===== src/adc_pkg.sv =====
/*
 * Constants shared by the converter result, channel and pin register block.
 * Assumes a 16-bit CPU address space and 8/16-bit data accesses.
 */
`default_nettype none

package adc_pkg;
    // ----------------------------------------------------------------
    // Register map
    // ----------------------------------------------------------------
    localparam logic [15:0] OFF_RESULT_LO   = 16'hff08;
    localparam logic [15:0] OFF_RESULT_HI   = 16'hff09;
    localparam logic [15:0] OFF_RESULT_BYTE = 16'hff1f;
    localparam logic [15:0] OFF_CHAN_SEL    = 16'hff29;
    localparam logic [15:0] OFF_PIN_CFG     = 16'hff2f;

    // ----------------------------------------------------------------
    // Fields and reset values
    // ----------------------------------------------------------------
    localparam int          RES_BITS     = 10;
    localparam int          RES_PAD      = 6;
    localparam int          CHAN_BITS    = 3;
    localparam int          PIN_BITS     = 4;
    localparam int          PIN_CNT      = 8;
    localparam logic [15:0] RESULT_RESET = 16'h0000;
    localparam logic [7:0]  BYTE_RESET   = 8'h00;
    localparam logic [2:0]  CHAN_RESET   = 3'h0;
    localparam logic [3:0]  PIN_RESET    = 4'h0;
    localparam logic [15:0] RDATA_RESET  = 16'h0000;

    // ----------------------------------------------------------------
    // Bus handshake states
    // ----------------------------------------------------------------
    typedef enum logic [1:0] {
        BUS_IDLE,
        BUS_WAIT,
        BUS_DONE
    } bus_state_t;
endpackage : adc_pkg

`default_nettype wire


===== src/adc_result_if.sv =====
/*
 * Carrier between the register block and its result store.
 * Assumes both ends run on sys_clk.
 */
`default_nettype none

interface adc_result_if;
    logic        load;
    logic [9:0]  successive_approx_reg;
    logic [15:0] word;
    logic [7:0]  byte_hi;

    modport store (
        input  load,
        input  successive_approx_reg,
        output word,
        output byte_hi
    );
    modport regs (
        output load,
        output successive_approx_reg,
        input  word,
        input  byte_hi
    );
endinterface : adc_result_if

`default_nettype wire


===== src/adc_result_store.sv =====
/*
 * Holds the 16-bit left-justified result word and the 8-bit upper result.
 * Assumes load is a one-cycle pulse on sys_clk at conversion end.
 */
`default_nettype none

module adc_result_store (
    // Clock and reset
    input  wire logic    sys_clk,
    input  wire logic    rst,
    // Result carrier
    adc_result_if.store  res
);
    logic [15:0] word_ff;
    logic [7:0]  byte_ff;

    // No CPU write path reaches these, so writes leave them untouched
    always_ff @(posedge sys_clk) begin
        if (rst) begin
            word_ff <= adc_pkg::RESULT_RESET; // RULE4
            byte_ff <= adc_pkg::BYTE_RESET; // RULE5
        end else if (res.load) begin
            word_ff <= {res.successive_approx_reg, {adc_pkg::RES_PAD{1'b0}}}; // RULE1
            byte_ff <= res.successive_approx_reg[adc_pkg::RES_BITS-1 -: 8]; // RULE5
        end
    end // RULE2 RULE19

    assign res.word    = word_ff;
    assign res.byte_hi = byte_ff;
endmodule : adc_result_store

`default_nettype wire


===== src/adc_result_channel_pin_regs.sv =====
/*
 * CPU-visible result, channel-select and pin-split registers of the converter.
 * Assumes the sequencer on sys_clk supplies conv_done and sar_value, and that
 * the CPU holds bus_req until it sees bus_ack.
 */
// What this block does and what software must do
// RULE1: Result word is 16 bits with six low bits always zero.
// RULE2: Each conversion end copies the approximation value into the result word.
// RULE3: Upper eight result bits at FF09, lower two at FF08 bits 7:6.
// RULE4: Result word resets to zero and reads as one 16-bit access.
// RULE5: Byte result holds top eight bits, byte readable, resets to zero.
// RULE6: Software reads a finished result before writing mode, channel or pins.
// RULE7: Result reads and channel or pin writes take one extra wait cycle.
// RULE8: Software avoids these registers while the peripheral clock is stopped.
// RULE9: Channel field bits 2:0 at FF29 pick analog input zero to seven.
// RULE10: Software writes zeros to channel register bits 7 to 3.
// RULE11: Pin field n at FF2F makes the n lowest pins digital.
// RULE12: Software sets every converted pin as input in the port direction.
// RULE13: Software never selects a channel whose pin is set digital.
// RULE14: Software picks conversion time suited to the reference range.
// RULE15: Software stops conversion before changing conversion time fields.
// RULE16: Below 2.7 V software moves the low-voltage timing field off default.
// RULE17: Reset clears channel and pin registers: input zero, all pins analog.
// RULE18: Channel write aborts a conversion and restarts it while running.
// RULE19: CPU writes to result registers are ignored.
// RULE20: Pin split output follows the pin field on the cycle after writing.
`default_nettype none

module adc_result_channel_pin_regs #(
    parameter int PIN_COUNT = adc_pkg::PIN_CNT
) (
    // Clock and reset
    input  wire logic        sys_clk,
    input  wire logic        rst,
    // CPU register access
    input  wire logic        bus_req,
    input  wire logic        bus_wr,
    input  wire logic        bus_word,
    input  wire logic [15:0] bus_addr,
    input  wire logic [15:0] bus_wdata,
    output var  logic [15:0] bus_rdata_ff,
    output var  logic        bus_wait_ff,
    output var  logic        bus_ack_ff,
    // Converter sequencer
    input  wire logic        conv_done,
    input  wire logic [9:0]  sar_value,
    input  wire logic        conv_run,
    output var  logic        conv_abort_ff,
    output var  logic        conv_restart_ff,
    // Channel and pin control
    output var  logic [2:0]  chan_sel_ff,
    output var  logic [7:0]  pin_digital_ff
);
    if (PIN_COUNT != adc_pkg::PIN_CNT) begin : g_bad_pins
        $error("PIN_COUNT must equal eight");
    end

    // ----------------------------------------------------------------
    // Decode helpers
    // ----------------------------------------------------------------
    function automatic logic [7:0] split_pins(input logic [3:0] n);
        logic [7:0] d;
        d = 8'h00;
        for (int i = 0; i < adc_pkg::PIN_CNT; i++) begin
            d[i] = (4'(i) < n);
        end
        return d;
    endfunction : split_pins

    function automatic logic needs_wait(input logic wr, input logic [15:0] a);
        logic res_hit;
        res_hit = (a == adc_pkg::OFF_RESULT_LO) || (a == adc_pkg::OFF_RESULT_HI)
                || (a == adc_pkg::OFF_RESULT_BYTE);
        return wr ? (a == adc_pkg::OFF_CHAN_SEL || a == adc_pkg::OFF_PIN_CFG) : res_hit;
    endfunction : needs_wait

    // ----------------------------------------------------------------
    // Result store
    // ----------------------------------------------------------------
    adc_result_if res ();
    assign res.load = conv_done; // RULE2
    assign res.successive_approx_reg  = sar_value;

    adc_result_store i_adc_result_store (
        .sys_clk (sys_clk),
        .rst     (rst),
        .res     (res.store)
    );

    // ----------------------------------------------------------------
    // Bus handshake
    // ----------------------------------------------------------------
    adc_pkg::bus_state_t state_ff;
    logic                take;
    logic [3:0]          pin_cfg_ff;
    logic                wr_chan;
    logic                wr_pin;

    assign take    = (state_ff == adc_pkg::BUS_IDLE) && bus_req;
    assign wr_chan = take && bus_wr && (bus_addr == adc_pkg::OFF_CHAN_SEL);
    assign wr_pin  = take && bus_wr && (bus_addr == adc_pkg::OFF_PIN_CFG);

    always_ff @(posedge sys_clk) begin
        if (rst) begin
            state_ff    <= adc_pkg::BUS_IDLE;
            bus_wait_ff <= 1'b0;
            bus_ack_ff  <= 1'b0;
        end else begin
            unique case (state_ff)
                adc_pkg::BUS_IDLE: begin
                    bus_ack_ff <= 1'b0;
                    if (bus_req && needs_wait(bus_wr, bus_addr)) begin
                        state_ff    <= adc_pkg::BUS_WAIT; // RULE7
                        bus_wait_ff <= 1'b1;
                    end else if (bus_req) begin
                        state_ff   <= adc_pkg::BUS_DONE;
                        bus_ack_ff <= 1'b1;
                    end
                end
                adc_pkg::BUS_WAIT: begin
                    state_ff    <= adc_pkg::BUS_DONE;
                    bus_wait_ff <= 1'b0;
                    bus_ack_ff  <= 1'b1;
                end
                adc_pkg::BUS_DONE: begin
                    state_ff   <= adc_pkg::BUS_IDLE;
                    bus_ack_ff <= 1'b0;
                end
            endcase
        end
    end

    // Read data is captured at the take edge and stands until the next read
    always_ff @(posedge sys_clk) begin
        if (rst) begin
            bus_rdata_ff <= adc_pkg::RDATA_RESET;
        end else if (take && !bus_wr) begin
            unique case (bus_addr)
                adc_pkg::OFF_RESULT_LO:
                    bus_rdata_ff <= bus_word ? res.word : {8'h00, res.word[7:0]}; // RULE3 RULE4
                adc_pkg::OFF_RESULT_HI:   bus_rdata_ff <= {8'h00, res.word[15:8]}; // RULE3
                adc_pkg::OFF_RESULT_BYTE: bus_rdata_ff <= {8'h00, res.byte_hi}; // RULE5
                adc_pkg::OFF_CHAN_SEL:    bus_rdata_ff <= {13'h0000, chan_sel_ff};
                adc_pkg::OFF_PIN_CFG:     bus_rdata_ff <= {12'h000, pin_cfg_ff};
                default:                  bus_rdata_ff <= adc_pkg::RDATA_RESET;
            endcase
        end
    end

    // ----------------------------------------------------------------
    // Channel select and pin split
    // ----------------------------------------------------------------
    // Upper bits are not stored, so they always read back as zero
    always_ff @(posedge sys_clk) begin
        if (rst) begin
            chan_sel_ff <= adc_pkg::CHAN_RESET; // RULE17
        end else if (wr_chan) begin
            chan_sel_ff <= bus_wdata[adc_pkg::CHAN_BITS-1:0]; // RULE9
        end
    end

    always_ff @(posedge sys_clk) begin
        if (rst) begin
            pin_cfg_ff     <= adc_pkg::PIN_RESET; // RULE17
            pin_digital_ff <= split_pins(adc_pkg::PIN_RESET);
        end else if (wr_pin) begin
            pin_cfg_ff     <= bus_wdata[adc_pkg::PIN_BITS-1:0];
            // Prohibited codes above eight saturate to all digital
            pin_digital_ff <= split_pins(bus_wdata[adc_pkg::PIN_BITS-1:0]); // RULE11 RULE20
        end
    end

    // Abort pulse; the sequencer restarts only while running
    always_ff @(posedge sys_clk) begin
        if (rst) begin
            conv_abort_ff   <= 1'b0;
            conv_restart_ff <= 1'b0;
        end else begin
            conv_abort_ff   <= wr_chan; // RULE18
            conv_restart_ff <= wr_chan && conv_run; // RULE18
        end
    end
endmodule : adc_result_channel_pin_regs

`default_nettype wire


===== config.mk =====
export PLATFORM = sky130hd
export DESIGN_NAME = adc_result_channel_pin_regs
export DESIGN_NICKNAME = d
export VERILOG_FILES = /design/src/adc_pkg.sv /design/src/adc_result_if.sv /design/src/adc_result_store.sv /design/src/adc_result_channel_pin_regs.sv
export SDC_FILE = /design/constraint.sdc
export NUM_CORES = 1
export LEC_CHECK = 0
export ABC_CLOCK_PERIOD_IN_PS = 4800
export BUFFER_PORTS_ARGS = -buffer_cell sky130_fd_sc_hd__clkbuf_2
export CELL_PAD_IN_SITES_DETAIL_PLACEMENT = 1
export CELL_PAD_IN_SITES_GLOBAL_PLACEMENT = 1
export CORE_MARGIN = 2
export CORE_UTILIZATION = 37
export DETAILED_ROUTE_END_ITERATION = 12
export GPL_ROUTABILITY_DRIVEN = 0
export GPL_TIMING_DRIVEN = 0
export PLACE_DENSITY = 0.93
export SLEW_MARGIN = 20
export SYNTH_ARGS = -nofsm -noshare
export SYNTH_HDL_FRONTEND = slang
export SYNTH_SLANG_ARGS = --single-unit

===== constraint.sdc =====
create_clock -name sys_clk -period 4.8 [get_ports sys_clk]
set_input_delay 0.24 -clock sys_clk [delete_from_list [all_inputs] [get_ports sys_clk]]
set_output_delay 0.24 -clock sys_clk [all_outputs]
set_load 0.01 [all_outputs]

# Word-level counts from Yosys, hierarchy flattened
# Cells that the tools add are included.
dict set report op_classes {
  magnitude_cmp 8
  n_eq_ne 9
  muxes 11
  n_reduce_logical 14
}
# operator n
set ops {}
lappend ops {{16-bit equality test (second input constant)} 5}
lappend ops {{16-bit case mux with 5 select lines} 1}
lappend ops {{3-bit by 4-bit less-than comparator with 1-bit output (first input constant)} 4}
lappend ops {{16-bit two-way mux} 1}
lappend ops {{1-bit by 4-bit less-than comparator with 1-bit output (first input constant)} 2}
lappend ops {{2-bit by 4-bit less-than comparator with 1-bit output (first input constant)} 2}
lappend ops {{1-bit logical AND} 7}
lappend ops {{2-bit case mux with 3 select lines} 1}
lappend ops {{1-bit two-way mux} 4}
lappend ops {{2-bit two-way mux} 2}
lappend ops {{1-bit logical OR} 3}
lappend ops {{3-bit by 2-bit inequality test with 1-bit output (second input constant)} 1}
lappend ops {{1-bit case mux with 3 select lines} 1}
lappend ops {{2-bit by 1-bit equality test with 1-bit output (second input constant)} 1}
lappend ops {{2-bit equality test (second input constant)} 1}
lappend ops {{2-bit logical NOT} 1}
lappend ops {{2-bit by 1-bit inequality test with 1-bit output (second input constant)} 1}
lappend ops {{1-bit case mux with 2 select lines} 1}
lappend ops {{2-bit AND reduction} 1}
lappend ops {{2-bit nonzero test} 1}
lappend ops {{1-bit logical NOT} 1}
dict set report word_totals {
  register_bits 55
  in_bits 49
  output_inout_bits 31
  elab_cells 53
}

# Depth between registers and ports, before layout
dict set report logic_depth {
  depth_word 7
  depth_mapped 8
  ltp_nobuf 7
}

# Cells and area by module
# From an unflattened synthesis, not the netlist that was laid out.
dict set report unflattened {
  cells_unflattened 238
  area_unflattened_um2 2182.1
}
# mod n_inst cells_per_inst area_each_um2 seq_area_each_um2
set by_module_without_submodules {}
lappend by_module_without_submodules {adc_result_channel_pin_regs 1 191 1720.4 720.7}
lappend by_module_without_submodules {adc_result_store 1 47 461.7 200.2}

# Least setup slack after synthesis
# No wires, ideal clock.
dict set report synth_timing {
  path_kind {in2reg}
  from {in bus_addr[7]}
  to {reg bus_wait_ff}
  setup_time_ns 0.095
  arrival_ns 2.017
  required_ns 4.705
  path_slack_ns 2.688
  stages 5
  path_buffers 0
  cell_sequence {or3b_4 or4_4 o32a_1 or4b_1 o311ai_1}
}
dict set report synth_between {
  elab_chain_cells 7
  word_cells_on_any_way 12
  cone_classes {eq/ne (6); mux (1); reduce/logical (5)}
}
# item line
set synth_lines {}
lappend synth_lines {{from (decl)} adc_result_channel_pin_regs.sv:39} ;# input wire logic [15:0] bus_addr,
lappend synth_lines {{16-bit equality test} adc_result_channel_pin_regs.sv:72} ;# res_hit = (a == adc_pkg::OFF_RESULT_LO) || (a == adc_pkg::OFF_RESULT_HI)
lappend synth_lines {{1-bit logical OR} adc_result_channel_pin_regs.sv:72}
lappend synth_lines {{1-bit logical OR} adc_result_channel_pin_regs.sv:73} ;# || (a == adc_pkg::OFF_RESULT_BYTE);
lappend synth_lines {{1-bit two-way mux *} adc_result_channel_pin_regs.sv:74} ;# return wr ? (a == adc_pkg::OFF_CHAN_SEL || a == adc_pkg::OFF_PIN_CFG) : res_hit;
lappend synth_lines {{1-bit logical AND *} adc_result_channel_pin_regs.sv:112} ;# if (bus_req && needs_wait(bus_wr, bus_addr)) begin
lappend synth_lines {{2-bit by 1-bit inequality test with 1-bit output (no line) *} -}
lappend synth_lines {{2-bit AND reduction (no line) *} -}
lappend synth_lines {{to (signal assigned)} adc_result_channel_pin_regs.sv:106} ;# bus_wait_ff <= 1'b0;
lappend synth_lines {{to (signal assigned)} adc_result_channel_pin_regs.sv:114} ;# bus_wait_ff <= 1'b1;
lappend synth_lines {{to (signal assigned)} adc_result_channel_pin_regs.sv:122} ;# bus_wait_ff <= 1'b0;
lappend synth_lines {{to (decl)} adc_result_channel_pin_regs.sv:42} ;# output var logic bus_wait_ff,
# Every way passes the cells marked *; elsewhere a longest branch is shown, timed or not.
# A chain may end at the register's enable or synchronous reset.

# Worst setup path in the final report
dict set report layout_timing {
  from {reg state_ff[0]}
  to {reg bus_rdata_ff[15]}
}
dict set report layout_between {
  elab_chain_cells 3
}
# item line
set layout_lines {}
lappend layout_lines {{from (decl)} adc_result_channel_pin_regs.sv:93} ;# adc_pkg::bus_state_t state_ff;
lappend layout_lines {{from (signal assigned)} adc_result_channel_pin_regs.sv:105} ;# state_ff <= adc_pkg::BUS_IDLE;
lappend layout_lines {{from (signal assigned)} adc_result_channel_pin_regs.sv:113} ;# state_ff <= adc_pkg::BUS_WAIT;
lappend layout_lines {{from (signal assigned)} adc_result_channel_pin_regs.sv:116} ;# state_ff <= adc_pkg::BUS_DONE;
lappend layout_lines {{2-bit logical NOT} adc_result_channel_pin_regs.sv:99} ;# assign take = (state_ff == adc_pkg::BUS_IDLE) && bus_req;
lappend layout_lines {{1-bit logical AND} adc_result_channel_pin_regs.sv:99}
lappend layout_lines {{1-bit logical AND} adc_result_channel_pin_regs.sv:137} ;# end else if (take && !bus_wr) begin
lappend layout_lines {{to (signal assigned)} adc_result_channel_pin_regs.sv:136} ;# bus_rdata_ff <= adc_pkg::RDATA_RESET;
lappend layout_lines {{to (signal assigned)} adc_result_channel_pin_regs.sv:140} ;# bus_rdata_ff <= bus_word ? res.word : {8'h00, res.word[7:0]};
lappend layout_lines {{to (signal assigned)} adc_result_channel_pin_regs.sv:141} ;# adc_pkg::OFF_RESULT_HI: bus_rdata_ff <= {8'h00, res.word[15:8]};
lappend layout_lines {{to (decl)} adc_result_channel_pin_regs.sv:41} ;# output var logic [15:0] bus_rdata_ff,
# No other way between the ends.

==> run metrics <==
CTS Hold Bufs 0; largest net degree at the start of global routing 17; Final Hold Fails 0; Mapped Area 1980 um2; die area 5950 um2; Reg clk slew, reported paths 0.10 ns; # diodes 0; fin crit period 2.42 ns; H-Tree Depth 2; Int Pwr 0.000581 W; Die Height 77.2 um; Clock Path Buffers 2; Pins Over Slew Limit 0; Overflow after GRT 0; fin util 48.7%; count of cell types in the netlist 45; unrepaired setup endpoints after global routing no; leak pwr 1.00 nW; Pwr per Cell Area 313 nW/um2; R2R setup slack 2.38 ns; via density per instance 5.43; vias 1966; clk sinks 46; period utilisation layout 50.5%; Synth Instances 222; Fin Hold WS 0.129 ns; Ports 80; hold-critical path depth 2; Synth async-reset ratio 0%; path category of the worst min-delay check in -> reg; Final setup viols 0; maxcap violations 0; Die Span X 77.2 um; Syn. warnings 0; Root Driver clkbuf_8; num rows 26; post-cts sizing count 0; final worst-path setup slack 2.38 ns; layout cells sized above 1 28.1%; Seq/Total Area, Yosys 46.5%; CP Class reg -> reg; fmax 413 MHz; normalized max-slew margin 43.6%; Pre-antenna DRT Iters 4; Switching Share 25.9%; CP max stage delay 0.75 ns; Area Growth Syn to Fin 26.3%; Worst setup SP type register; Initial Util 38.5%; vias in the first global route 2103; Avg WL per Cell 16.6 um; DRC Markers 0; critical path depth in cells 8; Buf/Inv on CP 2; critical path fanouts, max 8; EDFF count, synth 0; Crit-path slowest cell nor4_2; CTS tree built; post-synth top area share 46.5%; dpl hpwl 4570 um; I/O Buffers 62; Synthesized Nets 273; Switching Power 0.000203 W; Reg2Reg Depth 8; Critical Path RT 5.05 ns; Core Footprint 5140 um2; first-pass GRT wire length 10100 um; post-route ant nets 0; part of the power in the clock network 38.9%; worst-path cell chain inv_1, ha_1, nand2_1, or2_2, clkbuf_1, nor4_2, a22oi_1, nor2_1; top cells by area, synth dfxtp_1, nor2_1, mux2i_1; Critical Path End Type register; placed cell areas 2380 um2; fin area 2500 um2; leading area contributor after synthesis dfxtp_1; syn_area_per_cell 8.92 um2; gr usage total 21.2%; CP top delay family simple AND/OR/NAND/NOR gates; nets@finish 342; drt total wl 6020 um; total CTS buffers 5; status finished clean; initial antenna violation count 0; setup total negative slack 0 ns; peak supply drop 143 uV; post-CTS setup buffer count 0; Top FF cell, synth dfxtp_1; CP arrival 2.67 ns; Gate power share 10.3%; synthesized flop and latch total 46; Tightest Pin Transition 0.839 ns; sequential power share 50.7%; 1st-iter DRT viols 57; worst-skew pair later-pin latency 0.31 ns; pre-CTS WS 2.34 ns; Setup Skew 0.00699 ns
-- layout by cell type (no fill, tap or decap), types with 5 or more instances in the layout --
cell and n:
a21oi_1 11, a221oi_1 5, a22oi_1 8, clkbuf_1 10, clkbuf_2 62, clkbuf_8 5, dfxtp_1 46, inv_1 5
mux2i_1 13, nand2_1 15, nand3_1 5, nor2_1 37, nor3_1 12
-- metrics by stage --
step | std cells | total power [W]
after floorplan | 222 | 0.000450
after global placement | 354 | 0.000482
after detailed placement | 354 | 0.000487
after CTS | 362 | 0.000787
after global routing | 362 | 0.000814
final | 362 | 0.000784
-- cells by family (layout without fill, tap and decap cells) --
logic type | Yosys count | after routing | share of synthesized area (%)
AO/OA/AOI/OAI | 45 | 45 | 16.5
multiplexers | 13 | 13 | 6.57
adder cells (fa/ha/maj) | 2 | 2 | 1.26
flip-flops | 46 | 46 | 46.5
XOR/XNOR | 1 | 1 | 0.442
AND/OR/NAND/NOR | 95 | 95 | 24.6
buffers and inverters | 20 | 90 | 4.11
-- final cells by class --
cell class / instances / area [um2]
inverters: 5 / 18.8
flip-flops and latches: 46 / 921
well taps: 70 / 87.6
clock inverters: 3 / 48.8
repair buffers: 62 / 310
clock buffers: 5 / 68.8
plain buffers: 15 / 62.6
multi-input cells: 156 / 985
fillers: 641 / 2640
-- cell usage after synthesis, types with 2 or more instances --
cell type,count
a211oi_1,3
a21oi_1,11
a221oi_1,5
a22o_1,3
a22oi_1,8
buf_1,2
buf_2,2
clkbuf_1,10
dfxtp_1,46
ha_1,2
inv_1,5
mux2i_1,13
nand2_1,15
nand2b_1,3
nand3_1,5
nand4_1,2
nor2_1,37
nor3_1,12
nor4_1,2
nor4_2,2
o21a_1,2
o21ai_0,3
o31ai_1,2
or2_2,2
or3_1,3
or4_1,3
-- flip-flops by register name, indices dropped and copies added, names as in the netlist --
register                        count
state_ff                            2
chan_sel_ff                         3
bus_ack_ff                          1
pin_cfg_ff                          3
bus_wait_ff                         1
conv_restart_ff                     1
pin_digital_ff                      8
conv_abort_ff                       1
i_adc_result_store.res.word         2
i_adc_result_store.res.byte_hi      8
bus_rdata_ff                       16
-- layer usage --
layer | global-route usage, % | part of all wire [%] | vias to the layer above
li1 | - | - | 936
met1 | 24.9 | 42 | 956
met2 | 36.4 | 51 | 61
met3 | 5.29 | 5.4 | 13
met4 | 9.29 | 2.2 | 0
met5 | 0 | 0 | -
-- path summary, 6_finish.rpt --
check	startpoint	end
worst max-delay path	state_ff[0]	bus_rdata_ff[15]
worst min-delay path	conv_run	conv_restart_ff
worst max register to register	state_ff[0]	bus_rdata_ff[15]
worst min register to register	pin_digital_ff[3]	pin_digital_ff[3]
-- worst reg2reg max path, delay by kind of cell, from the launching register on --
| kind | cells | cell delay (ns) |
|---|---|---|
| and+or+nand+nor | 4 | 1.27 |
| DFF | 1 | 0.34 |
| buffers and inverters | 2 | 0.32 |
| adders and majority gates | 1 | 0.24 |
| AOI/OAI and AO/OA | 1 | 0.19 |
-- power groups by stage --
stage	registers, W	logic (W)	clock network [W]
2_1_floorplan	0.000407	0.0000436	0
3_3_place_gp	0.000406	0.0000759	0
3_5_place_dp	0.000407	0.0000798	0
4_1_cts	0.000398	0.0000810	0.000308
5_1_grt	0.000399	0.0000906	0.000325
6_report	0.000398	0.0000811	0.000305
Note: power is estimated with default switching activity, not from simulation.
